`config.mk`:
```
export PLATFORM = sky130hd
export DESIGN_NAME = sgc_top
export DESIGN_NICKNAME = d
export VERILOG_FILES = /design/src/design/sgc_pkg.sv /design/src/design/sgc_pinmux.sv /design/src/design/sgc_top.sv
export SDC_FILE = /design/constraint.sdc
export NUM_CORES = 1
export LEC_CHECK = 0
export BUFFER_PORTS_ARGS = -buffer_cell sky130_fd_sc_hd__buf_2
export CAP_MARGIN = 20
export CORE_AREA = 5 5 116 118
export DETAILED_ROUTE_END_ITERATION = 7
export DIE_AREA = 0 0 121 123
export PLACE_DENSITY_LB_ADDON = 0.3
export SKIP_CTS_REPAIR_TIMING = 1
export SLEW_MARGIN = 10
export SYNTH_ARGS = -nofsm -noshare
export SYNTH_HDL_FRONTEND = slang
export SYNTH_HIERARCHICAL = 1
export SYNTH_SLANG_ARGS = --single-unit
```
`constraint.sdc`:
```
create_clock -name clk -period 6 [get_ports clk]
set_input_delay 1.2 -clock clk [delete_from_list [all_inputs] [get_ports clk]]
set_output_delay 1.2 -clock clk [all_outputs]
set_load 0.02 [all_outputs]
```
`src/design/sgc_pkg.sv`:
```
package sgc_pkg;

  // Word indices on the internal module bus
  localparam logic [3:0] SGC_ADDR_CFG    = 4'h0;
  localparam logic [3:0] SGC_ADDR_INTR   = 4'h2;
  localparam logic [3:0] SGC_ADDR_PORT   = 4'h4;
  localparam logic [3:0] SGC_ADDR_PINCTL = 4'h5;

  // Module configuration word fields
  localparam int SGC_CFG_STOP_BIT = 15;
  localparam int SGC_CFG_FREEZE_HALT_ENABLE_BIT = 14;
  localparam int SGC_CFG_FRZ0_BIT = 13;
  localparam int SGC_CFG_ARB_LSB  = 0;
  localparam int SGC_ARB_W        = 4;

  // Interrupt level byte fields
  localparam int SGC_LVL_W         = 3;
  localparam int SGC_LVL_SPI_LSB   = 3;
  localparam int SGC_LVL_ASYNC_LSB = 0;

  // Reset values
  localparam logic                 SGC_STOP_RST  = 1'b1;
  localparam logic [SGC_ARB_W-1:0] SGC_ARB_RST   = 4'h0;
  localparam logic [5:0]           SGC_LVL_RST   = 6'h00;
  localparam logic [7:0]           SGC_VEC_RST   = 8'h0F;
  localparam logic [7:0]           SGC_BYTE_RST  = 8'h00;

  // Pin positions in the eight-bit port
  localparam int SGC_PIN_MISO = 0;
  localparam int SGC_PIN_MOSI = 1;
  localparam int SGC_PIN_SCK  = 2;
  localparam int SGC_PIN_PCS0 = 3;
  localparam int SGC_PIN_PCS1 = 4;
  localparam int SGC_PIN_TXD  = 7;

  typedef struct packed {
    logic       master;
    logic       enable;
    logic       mosi;
    logic       miso;
    logic       sck;
    logic [3:0] pcs;
  } sgc_spi_out_t;

  typedef struct packed {
    logic miso;
    logic mosi;
    logic sck;
    logic ss_n;
  } sgc_spi_in_t;

  typedef struct packed {
    logic [7:0] out;
    logic [7:0] oe;
  } sgc_pins_t;

endpackage

```
`src/design/sgc_pinmux.sv`:
```
`timescale 1ns/1ps
module sgc_pinmux
  import sgc_pkg::*;
(
  input  wire logic [7:0]   pin_assign,  // Pin assignment byte
  input  wire logic [7:0]   pin_dir,     // Pin direction byte
  input  wire logic [7:0]   port_data,   // Latched port data
  input  wire logic [7:0]   pin_in,      // Pin levels
  input  wire sgc_spi_out_t spi,         // SPI core outputs
  input  wire logic         tx_enable,   // Async transmitter enabled
  input  wire logic         txd,         // Async transmit data
  output sgc_pins_t         pins,        // Pin drive
  output sgc_spi_in_t       spi_rx,      // SPI core inputs
  output logic              mode_fault   // Select asserted as master input
);

  logic [7:0] spi_own;
  logic [7:0] spi_out;
  logic [7:0] spi_oe;
  logic       mst;

  assign mst = spi.master;
  // Serial clock pin stays general I/O until SPI enable is set
  assign spi_own = {1'b0, pin_assign[6:3], pin_assign[2] & spi.enable, pin_assign[1:0]};

  assign spi_out = {1'b0, spi.pcs, spi.sck, spi.mosi, spi.miso};
  // Master drives MOSI/SCK/selects, slave drives MISO, each gated by its direction bit
  assign spi_oe  = {1'b0,
                    pin_dir[6:4] & {3{mst}},
                    pin_dir[3] & mst,
                    pin_dir[2] & mst,
                    pin_dir[1] & mst,
                    pin_dir[0] & ~mst};

  // Transmitter enable overrides direction on the TXD pin
  assign pins.out[6:0] = (spi_own[6:0] & spi_out[6:0]) | (~spi_own[6:0] & port_data[6:0]);
  assign pins.oe[6:0]  = (spi_own[6:0] & spi_oe[6:0]) | (~spi_own[6:0] & pin_dir[6:0]);
  assign pins.out[7]   = tx_enable ? txd : port_data[7];
  assign pins.oe[7]    = tx_enable | pin_dir[7];

  // Unused inputs idle high so the core sees no activity
  assign spi_rx.miso = (spi_own[0] & mst & ~pin_dir[0]) ? pin_in[0] : 1'b1;
  assign spi_rx.mosi = (spi_own[1] & ~mst & ~pin_dir[1]) ? pin_in[1] : 1'b1;
  assign spi_rx.sck  = (spi_own[2] & ~mst & ~pin_dir[2]) ? pin_in[2] : 1'b1;
  assign spi_rx.ss_n = (spi_own[3] & ~mst & ~pin_dir[3]) ? pin_in[3] : 1'b1;
  assign mode_fault  = spi_own[3] & mst & ~pin_dir[3] & ~pin_in[3];

endmodule

```
`src/design/sgc_top.sv`:
```
`timescale 1ns/1ps
//Contract
// - Unimplemented bits ignore writes, read zero
// - Stop bit gates module clock off
// - Stopped: only config readable, writes work
// - Stop set by CPU write and reset
// - Upper freeze bit halts SPI at boundary
// - Level field picks request line, zero disables
// - Equal levels: SPI request wins
// - Acknowledge compares priority mask with level
// - Arbitrate serially with nonzero arbitration number
// - Vector bits 7:1 stored, bit0 names source
// - Vector resets to 0F
// - Vector bit0 ignores writes, reads one
// - Assign bit: clear GPIO, set SPI
// - Direction bit: clear input, set output
// - Paired eight-bit registers share word addresses
// - Transmitter enable forces TXD output
// - Port writes drive outputs, reads sample pins
// - SPI data, clock pins gated by direction
// - Select pin: output, mode fault, slave select
// - Clock pin GPIO until SPI enabled
module sgc_top
  import sgc_pkg::*;
(
  input  wire logic         clk,               // 25 MHz system clock
  input  wire logic         reset_n,           // Synchronous reset, active low
  input  wire logic         bus_sel,           // Bus access request
  input  wire logic         bus_wr,            // Write when high
  input  wire logic [3:0]   bus_addr,          // Word index
  input  wire logic [1:0]   bus_be,            // Byte strobes: 1 upper, 0 lower
  input  wire logic [15:0]  bus_wdata,         // Write data
  output logic [15:0]       bus_rdata_r,       // Read data
  output logic              bus_ack_r,         // Access done pulse
  output logic              module_clk_en_r,   // Clock enable to serial module
  input  wire logic         freeze,            // Debug freeze
  input  wire logic         spi_boundary,      // SPI transfer boundary pulse
  output logic              spi_freeze_halt_r, // Halt request to SPI
  input  wire logic         spi_irq_req,       // SPI request level
  input  wire logic         async_irq_req,     // Async request level
  output logic [7:1]        irq_n_r,           // Request lines, active low
  input  wire logic         iack_start,        // Acknowledge cycle start pulse
  input  wire logic [2:0]   priority_mask,     // Mask from address bus
  input  wire logic         arb_in,            // Shared arbitration line level
  output logic              arb_drive_r,       // Arbitration bit drive
  output logic [7:0]        vec_data_r,        // Vector number
  output logic              vec_valid_r,       // Vector on data bus pulse
  input  wire sgc_spi_out_t spi_out,           // SPI core pin outputs
  input  wire logic         tx_enable,         // Async transmitter enabled
  input  wire logic         txd,               // Async transmit data
  input  wire logic [7:0]   pin_in,            // Port pin levels
  output sgc_pins_t         pins_r,            // Pin drive and enables
  output sgc_spi_in_t       spi_in_r,          // Inputs to SPI core
  output logic              mode_fault_r       // Mode fault level
);

  typedef enum logic [1:0] {SGC_IDLE, SGC_ARB} sgc_arb_state_t;

  logic                 stop_r;
  logic                 freeze_halt_enable_r;
  logic                 frz0_r;
  logic [SGC_ARB_W-1:0] arb_num_r;
  logic [5:0]           level_r;
  logic [7:1]           vec_hi_r;
  logic [7:0]           assign_r;
  logic [7:0]           dir_r;
  logic [7:0]           port_r;
  sgc_arb_state_t       state_r;
  logic [1:0]           bit_cnt_r;
  logic                 src_spi_r;

  wire logic wr_en   = bus_sel & bus_wr;
  wire logic rd_en   = bus_sel & ~bus_wr;
  wire logic wr_cfg  = wr_en & (bus_addr == SGC_ADDR_CFG);
  wire logic wr_intr = wr_en & (bus_addr == SGC_ADDR_INTR);
  wire logic wr_port = wr_en & (bus_addr == SGC_ADDR_PORT);
  wire logic wr_pin  = wr_en & (bus_addr == SGC_ADDR_PINCTL);

  function automatic logic [7:1] sgc_line(input logic [2:0] lvl);
    logic [7:1] v;
    v = 7'h00;
    for (int i = 1; i < 8; i++) begin
      if (lvl == 3'(i)) begin
        v[i] = 1'b1;
      end
    end
    return v;
  endfunction

  // Configuration: stop sets from reset and clears only by software
  always_ff @(posedge clk) begin
    if (!reset_n) begin
      stop_r    <= SGC_STOP_RST;
      freeze_halt_enable_r    <= 1'b0;
      frz0_r    <= 1'b0;
      arb_num_r <= SGC_ARB_RST;
    end else begin
      if (wr_cfg && bus_be[1]) begin
        stop_r <= bus_wdata[SGC_CFG_STOP_BIT];
        freeze_halt_enable_r <= bus_wdata[SGC_CFG_FREEZE_HALT_ENABLE_BIT];
        frz0_r <= bus_wdata[SGC_CFG_FRZ0_BIT];
      end
      if (wr_cfg && bus_be[0]) begin
        arb_num_r <= bus_wdata[SGC_CFG_ARB_LSB +: SGC_ARB_W];
      end
    end
  end

  // Level in upper byte, vector in lower byte of one word
  always_ff @(posedge clk) begin
    if (!reset_n) begin
      level_r  <= SGC_LVL_RST;
      vec_hi_r <= SGC_VEC_RST[7:1];
    end else begin
      if (wr_intr && bus_be[1]) begin
        level_r <= bus_wdata[13:8];
      end
      if (wr_intr && bus_be[0]) begin
        vec_hi_r <= bus_wdata[7:1];
      end
    end
  end

  // Assignment in upper byte, direction in lower byte
  always_ff @(posedge clk) begin
    if (!reset_n) begin
      assign_r <= SGC_BYTE_RST;
      dir_r    <= SGC_BYTE_RST;
      port_r   <= SGC_BYTE_RST;
    end else begin
      if (wr_pin && bus_be[1]) begin
        assign_r <= bus_wdata[15:8];
      end
      if (wr_pin && bus_be[0]) begin
        dir_r <= bus_wdata[7:0];
      end
      if (wr_port && bus_be[0]) begin
        port_r <= bus_wdata[7:0];
      end
    end
  end

  // Read mux; gated-off module answers zero except configuration
  wire logic [15:0] cfg_word  = {stop_r, freeze_halt_enable_r, frz0_r, 9'h000, arb_num_r};
  wire logic [15:0] intr_word = {2'h0, level_r, vec_hi_r, 1'b1};
  wire logic [15:0] port_word = {8'h00, pin_in};
  wire logic [15:0] pin_word  = {assign_r, dir_r};
  logic [15:0] rd_word;
  always_comb begin
    unique case (bus_addr)
      SGC_ADDR_CFG:    rd_word = cfg_word;
      SGC_ADDR_INTR:   rd_word = stop_r ? 16'h0000 : intr_word;
      SGC_ADDR_PORT:   rd_word = stop_r ? 16'h0000 : port_word;
      SGC_ADDR_PINCTL: rd_word = stop_r ? 16'h0000 : pin_word;
      default:         rd_word = 16'h0000;
    endcase
  end

  always_ff @(posedge clk) begin
    if (!reset_n) begin
      bus_rdata_r <= 16'h0000;
      bus_ack_r   <= 1'b0;
    end else begin
      bus_ack_r   <= bus_sel;
      bus_rdata_r <= rd_en ? rd_word : 16'h0000;
    end
  end

  // Clock gate follows the stop bit one cycle later
  always_ff @(posedge clk) begin
    if (!reset_n) begin
      module_clk_en_r <= 1'b0;
    end else begin
      module_clk_en_r <= ~stop_r;
    end
  end

  // Lower freeze bit is deliberately unused
  always_ff @(posedge clk) begin
    if (!reset_n) begin
      spi_freeze_halt_r <= 1'b0;
    end else if (!freeze) begin
      spi_freeze_halt_r <= 1'b0;
    end else if (freeze_halt_enable_r && spi_boundary) begin
      spi_freeze_halt_r <= 1'b1;
    end
  end

  // Requests follow the source levels, untouched by lost arbitration
  wire logic [2:0] spi_lvl   = level_r[SGC_LVL_SPI_LSB +: SGC_LVL_W];
  wire logic [2:0] async_lvl = level_r[SGC_LVL_ASYNC_LSB +: SGC_LVL_W];
  wire logic [2:0] spi_eff   = spi_irq_req ? spi_lvl : 3'h0;
  wire logic [2:0] async_eff = async_irq_req ? async_lvl : 3'h0;
  always_ff @(posedge clk) begin
    if (!reset_n) begin
      irq_n_r <= 7'h7F;
    end else begin
      irq_n_r <= ~(sgc_line(spi_eff) | sgc_line(async_eff));
    end
  end

  // Tie of equal levels goes to SPI
  wire logic       pick_spi  = (spi_eff != 3'h0) && (spi_eff >= async_eff);
  wire logic [2:0] req_lvl   = pick_spi ? spi_eff : async_eff;
  wire logic       contend_w = (req_lvl > priority_mask) && (arb_num_r != SGC_ARB_RST);
  wire logic       lose_w    = arb_in & ~arb_drive_r;

  // Serial arbitration, most significant bit first, then one vector cycle
  always_ff @(posedge clk) begin
    if (!reset_n) begin
      state_r     <= SGC_IDLE;
      bit_cnt_r   <= 2'h0;
      arb_drive_r <= 1'b0;
      src_spi_r   <= 1'b0;
      vec_valid_r <= 1'b0;
      vec_data_r  <= 8'h00;
    end else begin
      vec_valid_r <= 1'b0;
      unique case (state_r)
        SGC_IDLE: begin
          arb_drive_r <= 1'b0;
          if (iack_start && contend_w) begin
            state_r     <= SGC_ARB;
            bit_cnt_r   <= 2'h3;
            arb_drive_r <= arb_num_r[3];
            src_spi_r   <= pick_spi;
          end
        end
        SGC_ARB: begin
          if (lose_w) begin
            state_r     <= SGC_IDLE;
            arb_drive_r <= 1'b0;
          end else if (bit_cnt_r == 2'h0) begin
            state_r     <= SGC_IDLE;
            arb_drive_r <= 1'b0;
            vec_valid_r <= 1'b1;
            vec_data_r  <= {vec_hi_r, src_spi_r};
          end else begin
            bit_cnt_r   <= bit_cnt_r - 2'h1;
            arb_drive_r <= arb_num_r[bit_cnt_r - 2'h1];
          end
        end
        default: begin
          state_r <= SGC_IDLE;
        end
      endcase
    end
  end

  sgc_pins_t   pins_w;
  sgc_spi_in_t spi_in_w;
  logic        fault_w;

  sgc_pinmux u_pinmux (
    .pin_assign (assign_r),
    .pin_dir    (dir_r),
    .port_data  (port_r),
    .pin_in     (pin_in),
    .spi        (spi_out),
    .tx_enable  (tx_enable),
    .txd        (txd),
    .pins       (pins_w),
    .spi_rx     (spi_in_w),
    .mode_fault (fault_w)
  );

  // Pins register one cycle late; port data reset to zero avoids junk drive
  always_ff @(posedge clk) begin
    if (!reset_n) begin
      pins_r       <= '0;
      spi_in_r     <= '1;
      mode_fault_r <= 1'b0;
    end else begin
      pins_r       <= pins_w;
      spi_in_r     <= spi_in_w;
      mode_fault_r <= fault_w;
    end
  end

  logic [3:0] addr_q;
  logic       rd_q;
  logic       stop_q;
  always_ff @(posedge clk) begin
    if (!reset_n) begin
      addr_q <= 4'h0;
      rd_q   <= 1'b0;
      stop_q <= 1'b0;
    end else begin
      addr_q <= bus_addr;
      rd_q   <= rd_en;
      stop_q <= stop_r;
    end
  end
endmodule

```
# Yosys cells after proc, flatten, opt, wreduce, memory -nomap -nowiden
# Index checks and enable logic that the tools add are counted.
# word_totals
regBits,106
elab_cells,178
output_inout_bits,57
in_bits,54
# classes
reduce_logical,28
bitwise_logic,46
addsub,1
n_mux,51
n_eq_ne,22
n_lt_le_gt_ge,3
# op_table
operator,n
$pmux W16 S4,1
$mux W1,34
$and A7 B7 Y7,4
$eq A3 B3 Y1 const B,8
$and A1 B1 Y1,23
$or A7 B7 Y7,3
$mux W16,1
$reduce_and A2 Y1,8
$mux W14,1
$not A7 Y7,2
$eq A3 B2 Y1 const B,4
$mux W2,6
$not A1 Y1,12
$logic_and A1 B1 Y1,11
$mux W3,3
$eq A4 B3 Y1 const B,2
$mux W8,1
$pmux W2 S2,2
$eq A3 B1 Y1 const B,2
$ne A2 B2 Y1 const B,3
$eq A4 B2 Y1 const B,1
$logic_not A2 Y1,2
$logic_not A4 Y1,1
$reduce_and A4 Y1,1
15 further kinds,15

# Logic depth before layout (Yosys ltp)
# logic_depth
ltp_word,9
ltp_mapped,10
depth_no_buf,9

# Modules after synthesis
# Netlist, hierarchy kept.
# modules_own_cells
module,cells_per_inst,instances,seq_area_each_um2,area_per_inst_um2
sgc_top,392,1,2102.0,3970.1
sgc_pinmux,25,1,0.0,202.7

# Least setup slack after synthesis
# Ideal clock, no wire load.
# synth_timing
kind,in2reg
start,in spi_irq_req
end,reg src_spi_r
t_arrival_ns,2.720
cell_stages,9
setup_slack_ns,3.153
setup_ns,0.126
t_required_ns,5.874
n_path_buf,0
cell_sequence,a21boi_0 a31oi_1 o21bai_1 mux2i_1 ha_1 nand3_1 nor4bb_1 o21a_1 o22ai_1
# synth_between
elab_chain_cells,8
word_cells_on_any_way,9
classes_between,order compare (2); mux (2); reduce/logical (5)
# synth_lines
element,line,rtl
start: declaration,sgc_top.sv:39,"input wire logic spi_irq_req,"
$mux W3 (*),sgc_top.sv:192,wire logic [2:0] spi_eff = spi_irq_req ? spi_lvl : 3'h0;
$ge A3 B3 Y1 or $reduce_bool A3 Y1 (tied branches),sgc_top.sv:203,wire logic pick_spi = (spi_eff != 3'h0) && (spi_eff >= async_eff);
$logic_and A1 B1 Y1,sgc_top.sv:203,
$mux W3,sgc_top.sv:204,wire logic [2:0] req_lvl = pick_spi ? spi_eff : async_eff;
$gt A3 B3 Y1,sgc_top.sv:205,wire logic contend_w = (req_lvl > priority_mask) && (arb_num_r != SGC_ARB_RST);
$logic_and A1 B1 Y1,sgc_top.sv:205,
$logic_and A1 B1 Y1,sgc_top.sv:222,if (iack_start && contend_w) begin
$reduce_and A2 Y1 (no line),n/a,
end signal: assignment,sgc_top.sv:226,src_spi_r <= pick_spi;
end: declaration,sgc_top.sv:70,logic src_spi_r;
# Every way passes the cells marked *; elsewhere a longest branch is shown, timed or not.
# A chain may end at the register's enable or synchronous reset.

==> results_dict.tcl <==
set metrics [dict create \
    slowest_stage "clkinv_1" \
    crit_fanout 39 \
    die_h_microns 123 \
    firstDrtPassIters 4 \
    drt-total-wl_mm 11.1 \
    met2_length_mm 5.18 \
    status "finished clean" \
    h-tree-depth 3 \
    ant_nets 0 \
    total_power_w 0.00137 \
    synth_cell_type_count 52 \
    rsz0062_at_grt "false" \
    setup_violations 0 \
    skew_ns 0.00680 \
    yosysSeqAreaShare 0.504 \
    drive_gt1_frac 0.275 \
    regArea_sq_um 2100 \
    regToRegSetupSlack_ns 3.54 \
    final_max_slew_viol_count 0 \
    met3WireLength_microns 647 \
    globalRoute.totalOverflow 0 \
    clk_pin_slew_ns 0.07 \
    drc 0 \
    cts-root-buf "clkbuf_16" \
    grt_usage 0.156 \
    syn-mean-instance-area_sq_um 10.0 \
    core_sq_um 12400 \
    cts_tree "yes" \
    crit_arrival_ns 3.33 \
    clockBufferDepth 2 \
    max_freq_mhz 328 \
    critPathCaptureType "register" \
    ir_drop_mv 0.187 \
    yosys_warnings 6 \
    first_global_vias 3453 \
    hp-class "register to register" \
    startpoint_type "primary input" \
    grt_pass1_wl_mm 18.1 \
    ys_seq_elements 105 \
    wl_per_cell_microns 16.1 \
    grt_max_degree 40 \
    viasPerCell 4.86 \
    slowest_delay_ns 0.80 \
    tightest_slew_ns 1.04 \
    path_cells "buf_2, clkinv_1, buf_4, a21oi_1, o31a_1" \
    path_class "primary input to register" \
    clkSinkCount 105 \
    clk_latency_ns 0.34 \
    top_layer_used "met4" \
    place_area_sq_um 4820 \
    multi_input_area_sq_um 1910 \
    initial_core_util 0.338 \
    io_pins 111 \
    required_ns 6.28 \
    via_count 3367 \
    p_leak_nw 2.15 \
    drt_iter0_drc 213 \
    synthCells 417 \
    place_hpwl_mm 8.29 \
    layout_common_cells "110 x buf_2, 105 x dfxtp_1, 62 x nor2_1, 49 x mux2i_1, 28 x nand2_1" \
    area_delta_synth_final_pct 23.1 \
    gp_congestion 0.787 \
    rows 41 \
    nNetsFinal 573 \
    nFillCells 1255 \
    syn_nets 475 \
    fin_crit_sh 0.507 \
    p_per_area_nw_per_um2 266 \
    hold_violations 0 \
    antenna_found_initial 0 \
    numCtsBuffers 9 \
    relSlewSlack 0.301 \
    fp.dieW_microns 121 \
    period_minus_slack_ns 3.04 \
    fin_area_sq_um 5140 \
    syn_area_sq_um 4170 \
    fin_tns_setup_ns 0 \
    portBuffers 110 \
    die_area_sq_um 14900 \
    mostFrequentLayoutCell "buf_2" \
    routedLengthMet1_mm 5.18 \
    drv_cap 0 \
]
[worst paths after layout]
check / from / depth (start not counted) / endpoint
max: reset_n / 5 / bit_cnt_r[0]
min: spi_freeze_halt_r / 2 / spi_freeze_halt_r
max reg2reg: level_r[1] / 9 / src_spi_r
min reg2reg: spi_freeze_halt_r / 2 / spi_freeze_halt_r
[critical path: cells and delay by family]
family          cells  cell delay, ns
buf+inv             3            1.81
compound gates      2            0.29
[kinds of logic (layout without fill, tap and decap cells)]
kind of cell    count (synthesis)  after routing  share of synthesized area
buf+inv                        33            136                     0.0375
simple gates                  154            154                      0.193
other cells                     0              1                          0
fa+ha+maj                       4              4                     0.0120
flops                         105            105                      0.504
compound gates                 63             63                      0.109
mux                            58             58                      0.145
[area by class of cell]
class / instances / share of cell area
Timing Repair Buffer: 111 / 0.109
Sequential cell: 105 / 0.409
Tap cell: 172 / 0.0419
Multi-Input combinational cell: 279 / 0.373
Inverter: 9 / 0.00657
Clock buffer: 10 / 0.0465
Clock inverter: 6 / 0.0144
Antenna cell: 1 / 0.000487
[per-layer routing]
metal	vias to the layer above	GRT usage
met3	8	0.0480
li1	1664	-
met1	1601	0.209
met2	94	0.241
met5	-	0
met4	0	0.0467
[power breakdown]
part	leakage (nW)	internal [W]	switching, W
clock network	0.148	0.000341	0.000265
registers	0.847	0.000699	0.00000174
logic	1.15	0.0000234	0.0000389
[state kept, by name, summed over array words and instances, names as in the netlist, 2 cells and up]
signal / flops
arb_num_r: 4
bus_rdata_r: 16
port_r: 8
pins_r: 16
spi_in_r: 4
vec_hi_r: 7
vec_data_r: 8
bit_cnt_r: 2
dir_r: 8
irq_n_r: 7
assign_r: 8
level_r: 6
[synth_stat cells (all sizes together)]
| master | number | area share |
|---|---|---|
| a22oi | 6 | 0.011 |
| nand2 | 28 | 0.025 |
| nor4b | 3 | 0.013 |
| nor3 | 2 | 0.0024 |
| ha | 4 | 0.012 |
| dfxtp | 105 | 0.50 |
| mux2i | 49 | 0.12 |
| nor2b | 1 | 0.0015 |
| buf | 8 | 0.015 |
| a221oi | 1 | 0.0021 |
| nand3b | 1 | 0.0018 |
| or4 | 2 | 0.0036 |
| o22ai | 7 | 0.010 |
| inv | 8 | 0.0072 |
| nor2 | 64 | 0.060 |
| a222oi | 7 | 0.017 |
| o21a | 4 | 0.0072 |
| a2bb2oi | 1 | 0.0021 |
| nand4 | 2 | 0.0045 |
| and3b | 1 | 0.0021 |
| a22o | 1 | 0.0021 |
| o31a | 1 | 0.0021 |
| a31oi | 1 | 0.0015 |
| and4 | 4 | 0.0084 |
| o21ai | 7 | 0.0084 |
| and2 | 20 | 0.030 |
| or3 | 1 | 0.0015 |
| clkbuf | 16 | 0.014 |
| and4bb | 1 | 0.0030 |
| o211ai | 3 | 0.0054 |
| a21boi | 6 | 0.011 |
| nor4bb | 1 | 0.0024 |
| or2 | 1 | 0.0015 |
| nand3 | 8 | 0.0096 |
| clkinv | 1 | 0.00090 |
| o2bb2ai | 4 | 0.0084 |
| o311a | 2 | 0.0048 |
| mux4 | 1 | 0.0054 |
| mux2 | 8 | 0.022 |
| nor4 | 2 | 0.0030 |
| or4b | 1 | 0.0024 |
| a21oi | 9 | 0.011 |
| o21bai | 2 | 0.0036 |
| a32oi | 1 | 0.0021 |
| nand2b | 11 | 0.016 |
[per-stage QoR]
stage                      util  instances  setup WS [ns]  hold WS (ns)
after detailed placement  0.390        676           2.57         0.441
after global placement    0.390        676           2.66         0.445
after global routing      0.415        692           2.74         0.487
final                     0.416        693           2.96         0.463
after CTS                 0.415        692           2.92         0.462
after floorplan               -        417           3.15         0.413
No activity file was read; power rests on OpenSTA's default activity.
